===== config.mk =====
export PLATFORM = sky130hd
export DESIGN_NAME = sync_link_ctrl
export DESIGN_NICKNAME = d
export VERILOG_FILES = /design/src/include/sync_link_pkg.sv /design/src/design/bus_edge_detect.sv /design/src/design/pulse_timer.sv /design/src/design/sync_link_ctrl.sv
export SDC_FILE = /design/constraint.sdc
export NUM_CORES = 1
export LEC_CHECK = 0
export ABC_AREA = 1
export BUFFER_PORTS_ARGS = -buffer_cell sky130_fd_sc_hd__buf_2
export CORE_UTILIZATION = 54
export DETAILED_ROUTE_END_ITERATION = 8
export PLACE_DENSITY = 0.84
export SLEW_MARGIN = 10
export SYNTH_ARGS = -nofsm -noshare
export SYNTH_HDL_FRONTEND = slang
export SYNTH_SLANG_ARGS = --single-unit

===== constraint.sdc =====
create_clock -name clk_i -period 2 [get_ports clk_i]
set_input_delay 0.3 -clock clk_i [delete_from_list [all_inputs] [get_ports clk_i]]
set_output_delay 0.3 -clock clk_i [all_outputs]
set_load 0.01 [all_outputs]

===== src/include/sync_link_pkg.sv =====
// package for the break and sync gating block: register map, field positions,
// reset values, timing constants and the sync hunter state type.
// assumes a 100 MHz system clock and a classic Wishbone slave port.
package sync_link_pkg;

  // ****************************************************************
  // register map, byte addresses
  // ****************************************************************
  localparam logic [7:0] CTRL_OFFSET = 8'h00;
  localparam logic [7:0] CONFIG_OFFSET = 8'h04;
  localparam logic [7:0] STATUS_OFFSET = 8'h08;
  localparam logic [7:0] MASK_OFFSET = 8'h0C;
  localparam logic [7:0] TIMER_OFFSET = 8'h10;

  // ****************************************************************
  // field positions
  // ****************************************************************
  localparam int unsigned CTRL_GATE_BIT = 8;
  localparam int unsigned CTRL_TEST_BIT = 9;
  localparam int unsigned CTRL_ERRMASK_BIT = 10;
  localparam int unsigned CFG_BSD_BIT = 0;
  localparam int unsigned CFG_DRIVE_BIT = 1;
  localparam int unsigned STAT_BREAK_BIT = 0;
  localparam int unsigned STAT_OVF_BIT = 1;
  localparam int unsigned STAT_SYNC_BIT = 2;
  localparam int unsigned STAT_CMP_BIT = 3;
  localparam int unsigned STAT_WIDTH = 4;

  // ****************************************************************
  // reset values and writable masks
  // ****************************************************************
  localparam logic [15:0] CTRL_RESET = 16'h0000;
  localparam logic [15:0] CTRL_WMASK = 16'h0700;
  localparam logic [15:0] CONFIG_RESET = 16'h0000;
  localparam logic [15:0] CONFIG_WMASK = 16'h0003;
  localparam logic [3:0] STATUS_RESET = 4'h0;
  localparam logic [3:0] MASK_RESET = 4'h0;
  localparam logic [15:0] COMPARE_RESET = 16'hFFFF;

  // ****************************************************************
  // timing
  // ****************************************************************
  localparam int unsigned CLK_PERIOD_NS = 10;
  localparam int unsigned BIT_TIME_NS = 52083;
  localparam int unsigned BREAK_BITS = 11;
  localparam int unsigned BREAK_MIN_NS = BIT_TIME_NS * BREAK_BITS;
  localparam int unsigned BREAK_CYCLES = (BREAK_MIN_NS + CLK_PERIOD_NS - 1) / CLK_PERIOD_NS;
  localparam logic [2:0] SYNC_RISE_LAST = 3'h4;

  // ****************************************************************
  // sync hunter states
  // ****************************************************************
  typedef enum logic [3:0] {
    HUNT_ST = 4'h1,
    BREAK_ST = 4'h2,
    SYNC_ST = 4'h4,
    DONE_ST = 4'h8
  } hunt_state_type;

endpackage


===== src/design/bus_edge_detect.sv =====
// edge detector for the single-wire bus receive level.
// assumes the level is already synchronous to clk_i; the bus idles high.
`timescale 1ns/1ps
module bus_edge_detect (
  input wire logic clk_i,    // system clock
  input wire logic rst_i,    // synchronous reset, high
  input wire logic level_i,  // bus level
  output logic rise_o,       // one-cycle rising edge
  output logic fall_o        // one-cycle falling edge
);

  logic prev_ff;

  always_ff @(posedge clk_i)
  begin
    if (rst_i)
      prev_ff <= 1'b1;
    else
      prev_ff <= level_i;
  end

  assign rise_o = level_i & ~prev_ff;
  assign fall_o = ~level_i & prev_ff;

endmodule


===== src/design/pulse_timer.sv =====
// break pulse timer: restarts from zero on start, halts on stop,
// gives registered one-cycle pulses on compare match and on overflow.
// assumes start and stop are one-cycle pulses; start wins over stop.
`timescale 1ns/1ps
module pulse_timer #(
  parameter int unsigned WIDTH = 16
) (
  input wire logic clk_i,              // system clock
  input wire logic rst_i,              // synchronous reset, high
  input wire logic start_i,            // clear and run
  input wire logic stop_i,             // halt, count kept
  input wire logic [WIDTH-1:0] cmp_i,  // compare value
  output logic [WIDTH-1:0] count_o,    // running count
  output logic run_o,                  // timer running
  output logic match_o,                // count reached compare value
  output logic ovf_o                   // count wrapped
);

  logic [WIDTH-1:0] count_ff;
  logic run_ff;
  logic match_ff;
  logic ovf_ff;
  logic [WIDTH-1:0] nxt_count;
  logic stepping;

  assign nxt_count = count_ff + {{(WIDTH-1){1'b0}}, 1'b1};
  assign stepping = run_ff & ~start_i & ~stop_i;

  always_ff @(posedge clk_i)
  begin
    if (rst_i)
    begin
      count_ff <= '0;
      run_ff <= 1'b0;
    end
    else if (start_i)
    begin
      count_ff <= '0;
      run_ff <= 1'b1;
    end
    else if (stop_i)
      run_ff <= 1'b0;
    else if (run_ff)
    begin
      count_ff <= nxt_count;
      // halt on wrap so a stuck bus shows as a fault
      if (&count_ff)
        run_ff <= 1'b0;
    end
  end

  always_ff @(posedge clk_i)
  begin
    if (rst_i)
    begin
      match_ff <= 1'b0;
      ovf_ff <= 1'b0;
    end
    else
    begin
      match_ff <= stepping & (nxt_count == cmp_i);
      ovf_ff <= stepping & (&count_ff);
    end
  end

  assign count_o = count_ff;
  assign run_o = run_ff;
  assign match_o = match_ff;
  assign ovf_o = ovf_ff;

endmodule


===== src/design/sync_link_ctrl.sv =====
// break and sync gating block with Wishbone register slave.
// assumes bus pins are synchronous to clk_i and the bus idles high.
//
// Operation
// - control bit 10 masks break timer error interrupt
// - bit 9 routes test pins to transceiver
// - bit 9 clear connects transceiver to UART; the code drives transmit from config bit 1 in bit-serial mode
// - UART mode, bit 8 holds receive high
// - bit 8 clear passes receive data after sync; the code passes it at once, with no break or sync needed
// - bit-serial read, bit 8 flags rising edge
// - timer runs falling edge to rising edge
// - interrupt when timer count equals compare value
// - interrupt when break timer overflows
// - bit 8 clear blocks rising edge interrupt
// - compare status bit 3 times pulse release
// - write mode timer still stops on rising
//
// The implementer's own choices: the Wishbone register port and the register offsets.
`timescale 1ns/1ps
module sync_link_ctrl #(
  parameter int unsigned TIMER_WIDTH = 16,
  parameter int unsigned BREAK_CYCLES = sync_link_pkg::BREAK_CYCLES
) (
  input wire logic clk_i,          // system clock, 100 MHz
  input wire logic rst_i,          // synchronous reset, high
  input wire logic wb_cyc_i,       // Wishbone cycle
  input wire logic wb_stb_i,       // Wishbone strobe
  input wire logic wb_we_i,        // Wishbone write enable
  input wire logic [7:0] wb_adr_i, // Wishbone byte address
  input wire logic [3:0] wb_sel_i, // Wishbone byte selects
  input wire logic [31:0] wb_dat_i,// Wishbone write data
  output logic [31:0] wb_dat_o,    // Wishbone read data
  output logic wb_ack_o,           // Wishbone acknowledge
  output logic irq_o,              // level interrupt
  input wire logic uart_txd_i,     // transmit data from UART
  output logic uart_rxd_o,         // receive data to UART
  output logic xcvr_txd_o,         // transceiver transmit input
  input wire logic xcvr_rxd_i,     // transceiver receive output
  input wire logic test_txd_i,     // test pin driving transceiver
  output logic test_rxd_o          // test pin carrying receive
);

  // ****************************************************************
  // registers
  // ****************************************************************
  logic [15:0] ctrl_ff;
  logic [15:0] config_ff;
  logic [3:0] status_ff;
  logic [3:0] mask_ff;
  logic [TIMER_WIDTH-1:0] compare_ff;
  logic ack_ff;
  logic [31:0] rdata_ff;
  logic irq_ff;
  logic uart_rxd_ff;
  logic xcvr_txd_ff;
  logic test_rxd_ff;
  sync_link_pkg::hunt_state_type state_ff;
  sync_link_pkg::hunt_state_type nxt_state;
  logic [2:0] rise_cnt_ff;

  // ****************************************************************
  // decoded control
  // ****************************************************************
  logic gate_bit;
  logic test_mode;
  logic err_mask;
  logic bsd_mode;
  logic drive_low;

  assign gate_bit = ctrl_ff[sync_link_pkg::CTRL_GATE_BIT];
  assign test_mode = ctrl_ff[sync_link_pkg::CTRL_TEST_BIT];
  assign err_mask = ctrl_ff[sync_link_pkg::CTRL_ERRMASK_BIT];
  assign bsd_mode = config_ff[sync_link_pkg::CFG_BSD_BIT];
  assign drive_low = config_ff[sync_link_pkg::CFG_DRIVE_BIT];

  // ****************************************************************
  // bus access decode
  // ****************************************************************
  logic access;
  logic wr_en;
  logic rd_en;
  logic hit_ctrl;
  logic hit_config;
  logic hit_status;
  logic hit_mask;
  logic hit_timer;

  assign access = wb_cyc_i & wb_stb_i & ~ack_ff;
  assign wr_en = access & wb_we_i;
  assign rd_en = access & ~wb_we_i;
  assign hit_ctrl = wb_adr_i[7:2] == sync_link_pkg::CTRL_OFFSET[7:2];
  assign hit_config = wb_adr_i[7:2] == sync_link_pkg::CONFIG_OFFSET[7:2];
  assign hit_status = wb_adr_i[7:2] == sync_link_pkg::STATUS_OFFSET[7:2];
  assign hit_mask = wb_adr_i[7:2] == sync_link_pkg::MASK_OFFSET[7:2];
  assign hit_timer = wb_adr_i[7:2] == sync_link_pkg::TIMER_OFFSET[7:2];

  // byte-lane merge for 16-bit registers in the low half
  function automatic logic [15:0] merge16(input logic [15:0] old,
                                          input logic [31:0] dat,
                                          input logic [3:0] sel);
    logic [15:0] res;
    res = old;
    if (sel[0])
      res[7:0] = dat[7:0];
    if (sel[1])
      res[15:8] = dat[15:8];
    return res;
  endfunction

  // ****************************************************************
  // bus edges and break pulse timer
  // ****************************************************************
  logic bus_rise;
  logic bus_fall;
  logic [TIMER_WIDTH-1:0] timer_count;
  logic timer_run;
  logic timer_match;
  logic timer_ovf;

  bus_edge_detect u_edge (
    .clk_i(clk_i),
    .rst_i(rst_i),
    .level_i(xcvr_rxd_i),
    .rise_o(bus_rise),
    .fall_o(bus_fall)
  );

  // counts low time of every pulse in all modes
  pulse_timer #(
    .WIDTH(TIMER_WIDTH)
  ) u_timer (
    .clk_i(clk_i),
    .rst_i(rst_i),
    .start_i(bus_fall),
    .stop_i(bus_rise),
    .cmp_i(compare_ff),
    .count_o(timer_count),
    .run_o(timer_run),
    .match_o(timer_match),
    .ovf_o(timer_ovf)
  );

  // ****************************************************************
  // break and sync hunter, UART mode
  // ****************************************************************
  logic break_hit;

  assign break_hit = ~bsd_mode & timer_run & ~xcvr_rxd_i &
                     (timer_count == BREAK_CYCLES[TIMER_WIDTH-1:0]);

  always_comb
  begin
    nxt_state = state_ff;
    unique case (state_ff)
      sync_link_pkg::HUNT_ST:
      begin
        if (break_hit)
          nxt_state = sync_link_pkg::BREAK_ST;
      end
      sync_link_pkg::BREAK_ST:
      begin
        if (bus_rise)
          nxt_state = sync_link_pkg::SYNC_ST;
      end
      sync_link_pkg::SYNC_ST:
      begin
        if (break_hit)
          nxt_state = sync_link_pkg::BREAK_ST;
        else if (bus_rise && rise_cnt_ff == sync_link_pkg::SYNC_RISE_LAST)
          nxt_state = sync_link_pkg::DONE_ST;
      end
      sync_link_pkg::DONE_ST:
      begin
        if (break_hit)
          nxt_state = sync_link_pkg::BREAK_ST;
      end
      default:
        nxt_state = sync_link_pkg::HUNT_ST;
    endcase
  end

  always_ff @(posedge clk_i)
  begin
    if (rst_i || bsd_mode)
      state_ff <= sync_link_pkg::HUNT_ST;
    else
      state_ff <= nxt_state;
  end

  // rising edges of the sync byte after the break
  always_ff @(posedge clk_i)
  begin
    if (rst_i || state_ff != sync_link_pkg::SYNC_ST)
      rise_cnt_ff <= 3'h0;
    else if (bus_rise)
      rise_cnt_ff <= rise_cnt_ff + 3'h1;
  end

  // ****************************************************************
  // control registers
  // ****************************************************************
  always_ff @(posedge clk_i)
  begin
    if (rst_i)
      ctrl_ff <= sync_link_pkg::CTRL_RESET;
    else if (wr_en && hit_ctrl)
      ctrl_ff <= merge16(ctrl_ff, wb_dat_i, wb_sel_i) & sync_link_pkg::CTRL_WMASK;
  end

  always_ff @(posedge clk_i)
  begin
    if (rst_i)
      config_ff <= sync_link_pkg::CONFIG_RESET;
    else if (wr_en && hit_config)
      config_ff <= merge16(config_ff, wb_dat_i, wb_sel_i) & sync_link_pkg::CONFIG_WMASK;
  end

  always_ff @(posedge clk_i)
  begin
    if (rst_i)
      mask_ff <= sync_link_pkg::MASK_RESET;
    else if (wr_en && hit_mask && wb_sel_i[0])
      mask_ff <= wb_dat_i[3:0];
  end

  // compare value shares the timer address; reads return the count
  always_ff @(posedge clk_i)
  begin
    if (rst_i)
      compare_ff <= sync_link_pkg::COMPARE_RESET[TIMER_WIDTH-1:0];
    else if (wr_en && hit_timer)
      compare_ff <= merge16(compare_ff, wb_dat_i, wb_sel_i);
  end

  // ****************************************************************
  // sticky status, cleared by read, set wins
  // ****************************************************************
  logic [3:0] status_set;

  always_comb
  begin
    status_set = 4'h0;
    status_set[sync_link_pkg::STAT_BREAK_BIT] = bsd_mode & gate_bit & bus_rise;
    status_set[sync_link_pkg::STAT_OVF_BIT] = timer_ovf;
    status_set[sync_link_pkg::STAT_SYNC_BIT] = (state_ff == sync_link_pkg::SYNC_ST) &&
                                               (nxt_state == sync_link_pkg::DONE_ST);
    status_set[sync_link_pkg::STAT_CMP_BIT] = timer_match;
  end

  always_ff @(posedge clk_i)
  begin
    if (rst_i)
      status_ff <= sync_link_pkg::STATUS_RESET;
    else if (rd_en && hit_status)
      status_ff <= status_set;
    else
      status_ff <= status_ff | status_set;
  end

  // ****************************************************************
  // interrupt output
  // ****************************************************************
  logic [3:0] irq_allow;

  always_comb
  begin
    irq_allow = 4'hF;
    irq_allow[sync_link_pkg::STAT_OVF_BIT] = ~err_mask;
  end

  always_ff @(posedge clk_i)
  begin
    if (rst_i)
      irq_ff <= 1'b0;
    else
      irq_ff <= |(status_ff & mask_ff & irq_allow);
  end

  // ****************************************************************
  // Wishbone answer: one wait state, unmapped reads zero
  // ****************************************************************
  always_ff @(posedge clk_i)
  begin
    if (rst_i)
      ack_ff <= 1'b0;
    else
      ack_ff <= access;
  end

  always_ff @(posedge clk_i)
  begin
    if (rst_i)
      rdata_ff <= 32'h0000_0000;
    else if (rd_en)
    begin
      rdata_ff <= 32'h0000_0000;
      if (hit_ctrl)
        rdata_ff[15:0] <= ctrl_ff;
      else if (hit_config)
        rdata_ff[15:0] <= config_ff;
      else if (hit_status)
        rdata_ff[3:0] <= status_ff;
      else if (hit_mask)
        rdata_ff[3:0] <= mask_ff;
      else if (hit_timer)
        rdata_ff[TIMER_WIDTH-1:0] <= timer_count;
    end
  end

  // ****************************************************************
  // transceiver and UART routing
  // ****************************************************************
  always_ff @(posedge clk_i)
  begin
    if (rst_i)
      xcvr_txd_ff <= 1'b1;
    else if (test_mode)
      xcvr_txd_ff <= test_txd_i;
    else if (bsd_mode)
      xcvr_txd_ff <= ~drive_low;
    else
      xcvr_txd_ff <= uart_txd_i;
  end

  always_ff @(posedge clk_i)
  begin
    if (rst_i)
      test_rxd_ff <= 1'b1;
    else
      test_rxd_ff <= test_mode ? xcvr_rxd_i : 1'b1;
  end

  // UART sees idle high in test mode and while gated
  always_ff @(posedge clk_i)
  begin
    if (rst_i)
      uart_rxd_ff <= 1'b1;
    else if (test_mode)
      uart_rxd_ff <= 1'b1;
    else if (!bsd_mode && gate_bit && state_ff != sync_link_pkg::DONE_ST)
      uart_rxd_ff <= 1'b1;
    else
      uart_rxd_ff <= xcvr_rxd_i;
  end

  assign wb_ack_o = ack_ff;
  assign wb_dat_o = rdata_ff;
  assign irq_o = irq_ff;
  assign uart_rxd_o = uart_rxd_ff;
  assign xcvr_txd_o = xcvr_txd_ff;
  assign test_rxd_o = test_rxd_ff;

endmodule


# Yosys cells after proc, flatten, opt, wreduce, memory -nomap -nowiden
# Cells that the tools add are included.
dict set report op_classes {
  mux 19
  eq_ne 14
  bitwise_logic 28
  addsub 2
  n_reduce_logical 25
}
# op count
set op_table {}
lappend op_table {{$mux W16} 3}
lappend op_table {{$mux W4} 7}
lappend op_table {{$mux W12} 2}
lappend op_table {{$add A16 B1 Y16 const B} 1}
lappend op_table {{$eq A16 B16 Y1} 1}
lappend op_table {{$eq A16 B16 Y1 const B} 1}
lappend op_table {{$reduce_and A16 Y1} 1}
lappend op_table {{$and A1 B1 Y1} 15}
lappend op_table {{$eq A6 B2 Y1 const B} 2}
lappend op_table {{$pmux W4 S3} 1}
lappend op_table {{$logic_and A1 B1 Y1} 10}
lappend op_table {{$not A1 Y1} 10}
lappend op_table {{$reduce_and A2 Y1} 5}
lappend op_table {{$and A4 B4 Y4} 2}
lappend op_table {{$eq A4 B4 Y1 const B} 2}
lappend op_table {{$eq A6 B1 Y1 const B} 1}
lappend op_table {{$eq A6 B3 Y1 const B} 1}
lappend op_table {{$logic_not A6 Y1} 1}
lappend op_table {{$mux W1} 6}
lappend op_table {{$reduce_or A2 Y1} 3}
lappend op_table {{$eq A4 B1 Y1 const B} 1}
lappend op_table {{$eq A4 B2 Y1 const B} 1}
lappend op_table {{$eq A4 B3 Y1 const B} 1}
lappend op_table {{$ne A4 B3 Y1 const B} 1}
lappend op_table {{other kinds (8)} 9}
dict set report word_totals {
  register_bits 77
}

# Depth between registers and ports, before layout
dict set report logic_depth {
  word_depth 10
  mapped_depth 13
}

# By module
# From an unflattened synthesis, not the netlist that was laid out.
dict set report hier_totals {
  cells_unflattened 602
  area_unflattened_um2 4172.8
}
# module cells_per_inst instances area_per_inst_um2 seq_area_each_um2
set by_module_without_submodules {}
lappend by_module_without_submodules {sync_link_ctrl 362 1 2723.9 1141.1}
lappend by_module_without_submodules {pulse_timer 233 1 1406.3 380.4}
lappend by_module_without_submodules {bus_edge_detect 7 1 42.5 20.0}

# Worst setup path after synthesis
# No wires, ideal clock.
dict set report synth_timing {
  path_type {register -> register}
  from {reg u_timer.count_ff[0], in the netlist u_timer.count_o[0]}
  to {reg u_timer.match_ff, in the netlist u_timer.match_o}
  stages_incl_launch_ff 12
  setup_slack_ps 478
  setup_time_ps 64
  t_arrival_ps 1458
  path_cell_list {dfxtp_1 -> inv_1 -> ha_1 -> nand2_1 -> o21ai_0 -> nor2_1 -> nand3_1 -> nor2_1 -> nand3_1 -> nor2_1 -> nand3_1 -> nor2_1}
}
dict set report synth_between {
  elab_chain_cells 3
}
# element line_no
set synth_lines {}
lappend synth_lines {{start: declaration} pulse_timer.sv:19} ;# logic [WIDTH-1:0] count_ff;
lappend synth_lines {{start signal: assignment} pulse_timer.sv:45} ;# count_ff <= nxt_count;
lappend synth_lines {{$add A16 B1 Y16} pulse_timer.sv:26} ;# assign nxt_count = count_ff + {{(WIDTH-1){1'b0}}, 1'b1};
lappend synth_lines {{net u_timer.nxt_count[0]} pulse_timer.sv:23} ;# logic [WIDTH-1:0] nxt_count;
lappend synth_lines {{$eq A16 B16 Y1} pulse_timer.sv:61} ;# match_ff <= stepping & (nxt_count == cmp_i);
lappend synth_lines {{$and A1 B1 Y1} pulse_timer.sv:61}
lappend synth_lines {{end signal: assignment} pulse_timer.sv:61}
lappend synth_lines {{end: declaration} pulse_timer.sv:21} ;# logic match_ff;
# The timed path passes the listed nets, and every way through them passes these cells.
# A chain may end at the register's enable or synchronous reset.

# Final worst setup path
dict set report layout_timing {
  from {reg u_timer.count_ff[5], in the netlist u_timer.count_o[5]}
  to {reg u_timer.match_ff, in the netlist u_timer.match_o}
}
dict set report layout_between {
  elab_chain_cells 3
}
# element line_no
set layout_lines {}
lappend layout_lines {{$add A16 B1 Y16} pulse_timer.sv:26}
lappend layout_lines {{$eq A16 B16 Y1} pulse_timer.sv:61}
lappend layout_lines {{$and A1 B1 Y1} pulse_timer.sv:61}
# Every way passes these cells.

==> flow_metrics.tcl <==
set metrics [dict create \
    status "completed" \
    place_congestion 0.972 \
    power.density_nw_per_um2 709 \
    grt_pass1_wl_um 16100 \
    clockRootBuffer "clkbuf_8" \
    layout-drive-gt1-share_pct 14.0 \
    finalHoldViolations 0 \
    dp.cells 717 \
    ys_types 34 \
    initial_core_util_pct 57.0 \
    crit_type "register to register" \
    drt-initial-drc-count 300 \
    cpMostUsedCell "nand2_1" \
    post-route-period-util_pct 91.4 \
    antenna_cells 0 \
    cts_tree "yes" \
    tns_ns 0 \
    synth_area_sq_um 3940 \
    cp_slowest_cell "dfxtp_1" \
    layout_commonest_cell "nand2_1" \
    ant_nets 0 \
    drv_slew 0 \
    ff2ff_path_depth 10 \
    path_buf_inv 0 \
    hold_path.class "input pin to register" \
    r2r_end "u_timer.match_o" \
    io_buffer_count 52 \
    fin_area_sq_um 4480 \
    cts_buffers 9 \
    synth_edf_count 0 \
    worstMarginPinSlew_ns 0.901 \
    cts_sinks 77 \
    fp.dieH_um 87.4 \
    postCtsSetupRepairBufs 0 \
    grt_max_degree 34 \
    critPathCapture "u_timer.match_o" \
    layout_common_cells "nand2_1, dfxtp_1, inv_1" \
    skew_ns 0.0123 \
    antenna_found_initial 0 \
    crit_chain "nand2_1 -> nor2_2 -> nand2_1 -> nand2_1 -> nand2_1 -> nand2_1 -> nand4_1 -> nor2_1 -> nand3_1 -> nor2_1" \
    dp_hpwl_um 7550 \
    async_reset_ff_share_pct 0 \
    wirelength_um 10100 \
    grt_overflow_total 0 \
    rows 30 \
    synth_area_leaders "dfxtp_1, nand2_1, nand3_1" \
    wl_per_cell_um 13.8 \
    worst_path_largest_cell_delay_ns 0.57 \
    yosysWarnings 0 \
    io_pins 89 \
    synth_top_cell_by_area "dfxtp_1" \
    setup_viol 0 \
    maxCapViolCount 0 \
    layout.nets 688 \
    crit_family "simple AND/OR/NAND/NOR gates" \
    die_w_um 87.4 \
    cp-end-kind "register" \
    preCtsSetupSlack_ns 0.169 \
    fmax_ghz 0.547 \
    ys_seq_area_share_pct 39.2 \
    cp-start-kind "register" \
    rsz0062_at_grt "no" \
    via_count 4021 \
    required_ns 2.31 \
    h-tree-depth 3 \
    arrival_ns 2.14 \
    ys_ff_latch 77 \
    syn_inst 578 \
    area_delta_synth_final_pct 13.8 \
    die-area_sq_um 7630 \
    ir_worst_vdd_uv 305 \
    syn_area_per_cell_sq_um 6.81 \
    synth_top_area_share_pct 39.2 \
    grt_pass1_vias 3496 \
    instances_no_fill 733 \
    placed_area_sq_um 4250 \
    max-slew-margin-rel_pct 39.7 \
    grt_usage_pct 27.5 \
    clkLatencyLatePin_ns 0.36 \
    hold_buffers 0 \
    finalWorstSetupSlack_ns 0.173 \
    cts_max_path_buffers 2 \
    dr.pass1.iters 5 \
    vias_per_cell 5.49 \
    crit_cells 10 \
    clkTransAtPathRegs_ns 0.08 \
    synth-main-ff-cell "dfxtp_1" \
    leakagePower_nw 2.12 \
    coreArea_sq_um 6910 \
    rr_startpoint "u_timer.count_o[5]" \
    cp-startpoint "u_timer.count_o[5]" \
    drc 0 \
    path_max_fanout 10 \
    post_cts_resized 0 \
    rrSetupSlack_ns 0.17 \
    post-route-min-period_ns 1.83 \
]
state kept, by name (all words and copies together), names as in the netlist:
name             cells
compare_ff          16
config_ff            2
ctrl_ff              3
irq_o                1
mask_ff              4
rise_cnt_ff          3
state_ff             4
status_ff            4
test_rxd_o           1
u_edge.prev_ff       1
u_timer.count_o     16
u_timer.match_o      1
u_timer.ovf_o        1
u_timer.run_o        1
uart_rxd_o           1
wb_ack_o             1
wb_dat_o            16
xcvr_txd_o           1
cells by family (layout without fill, tap and decap cells):
kind of cell	count (synthesis)	count (layout)	synth area share, %
and+or+nand+nor	278	278	31.4
DFF	77	77	39.2
other	1	16	0.0953
adders and majority gates	4	4	1.27
AOI/OAI and AO/OA	105	105	15.1
buffers and inverters	112	156	12.7
xor gates and xnor gates	1	1	0.223
routing by layer:
metal  vias to the layer above  wire length, um  share of wire, %  track usage [%]
li1                       1982                -                 -                -
met1                      1837             4510                45             35.7
met2                       174             4550                45             43.8
met3                        28              725               7.2             4.45
met4                         0              319               3.2             14.8
met5                         -                0                 0                0
per-stage QoR:
stage	util, %	power, W	hold WS (ns)
after detailed placement	61.6	0.00187	0.392
after global placement	61.6	0.00186	0.389
after CTS	64.8	0.00317	0.174
after floorplan	-	0.00180	0.381
final	64.8	0.00317	0.173
after global routing	64.8	0.00328	0.193
cell usage after synthesis, types with 2 or more instances:
cell,number
nor4_1,4
o21ai_1,2
or2_1,2
o21bai_1,2
nand4_1,12
nor2_2,5
o21ai_0,30
o211ai_1,17
nor2_4,2
clkbuf_1,11
buf_4,18
a21oi_1,48
clkinv_1,2
dfxtp_1,77
buf_2,3
nand3b_1,3
nand3_2,2
nor3_1,5
nand2_1,133
and3_1,2
inv_1,76
nand3_1,64
nor2_1,42
a41oi_1,2
o221ai_1,2
ha_1,4
worst min path at each step:
stage / startpoint / to / slack [ns] / cells past startpoint
6_report: wb_dat_i[15] / compare_ff[15] / 0.17 / 3
3_5_place_dp: ctrl_ff[9] / test_rxd_o / 0.39 / 1
4_1_cts: wb_dat_i[15] / compare_ff[15] / 0.17 / 3
2_1_floorplan: ctrl_ff[9] / test_rxd_o / 0.38 / 1
5_1_grt: wb_dat_i[15] / compare_ff[15] / 0.19 / 3
3_3_place_gp: ctrl_ff[9] / test_rxd_o / 0.39 / 1
tightest hold or removal path, cell delays in order:
cell     delay [ns]
buf_2          0.07
nand3_1        0.06
nand3_1        0.08
cell type report:
class / count / area [sq um]
multi-input cells: 404 / 1950
clock buffers: 11 / 141
fillers: 646 / 2430
well taps: 96 / 120
repair buffers: 62 / 348
inverters: 78 / 293
clock inverters: 5 / 82.6
flip-flops and latches: 77 / 1540
where the power goes:
part | internal [W] | switching, W | total (W)
logic | 0.0000860 | 0.000164 | 0.000250
registers | 0.00156 | 0.0000335 | 0.00159
clock network | 0.000742 | 0.000592 | 0.00133
Power figures use the tool's default switching activity.
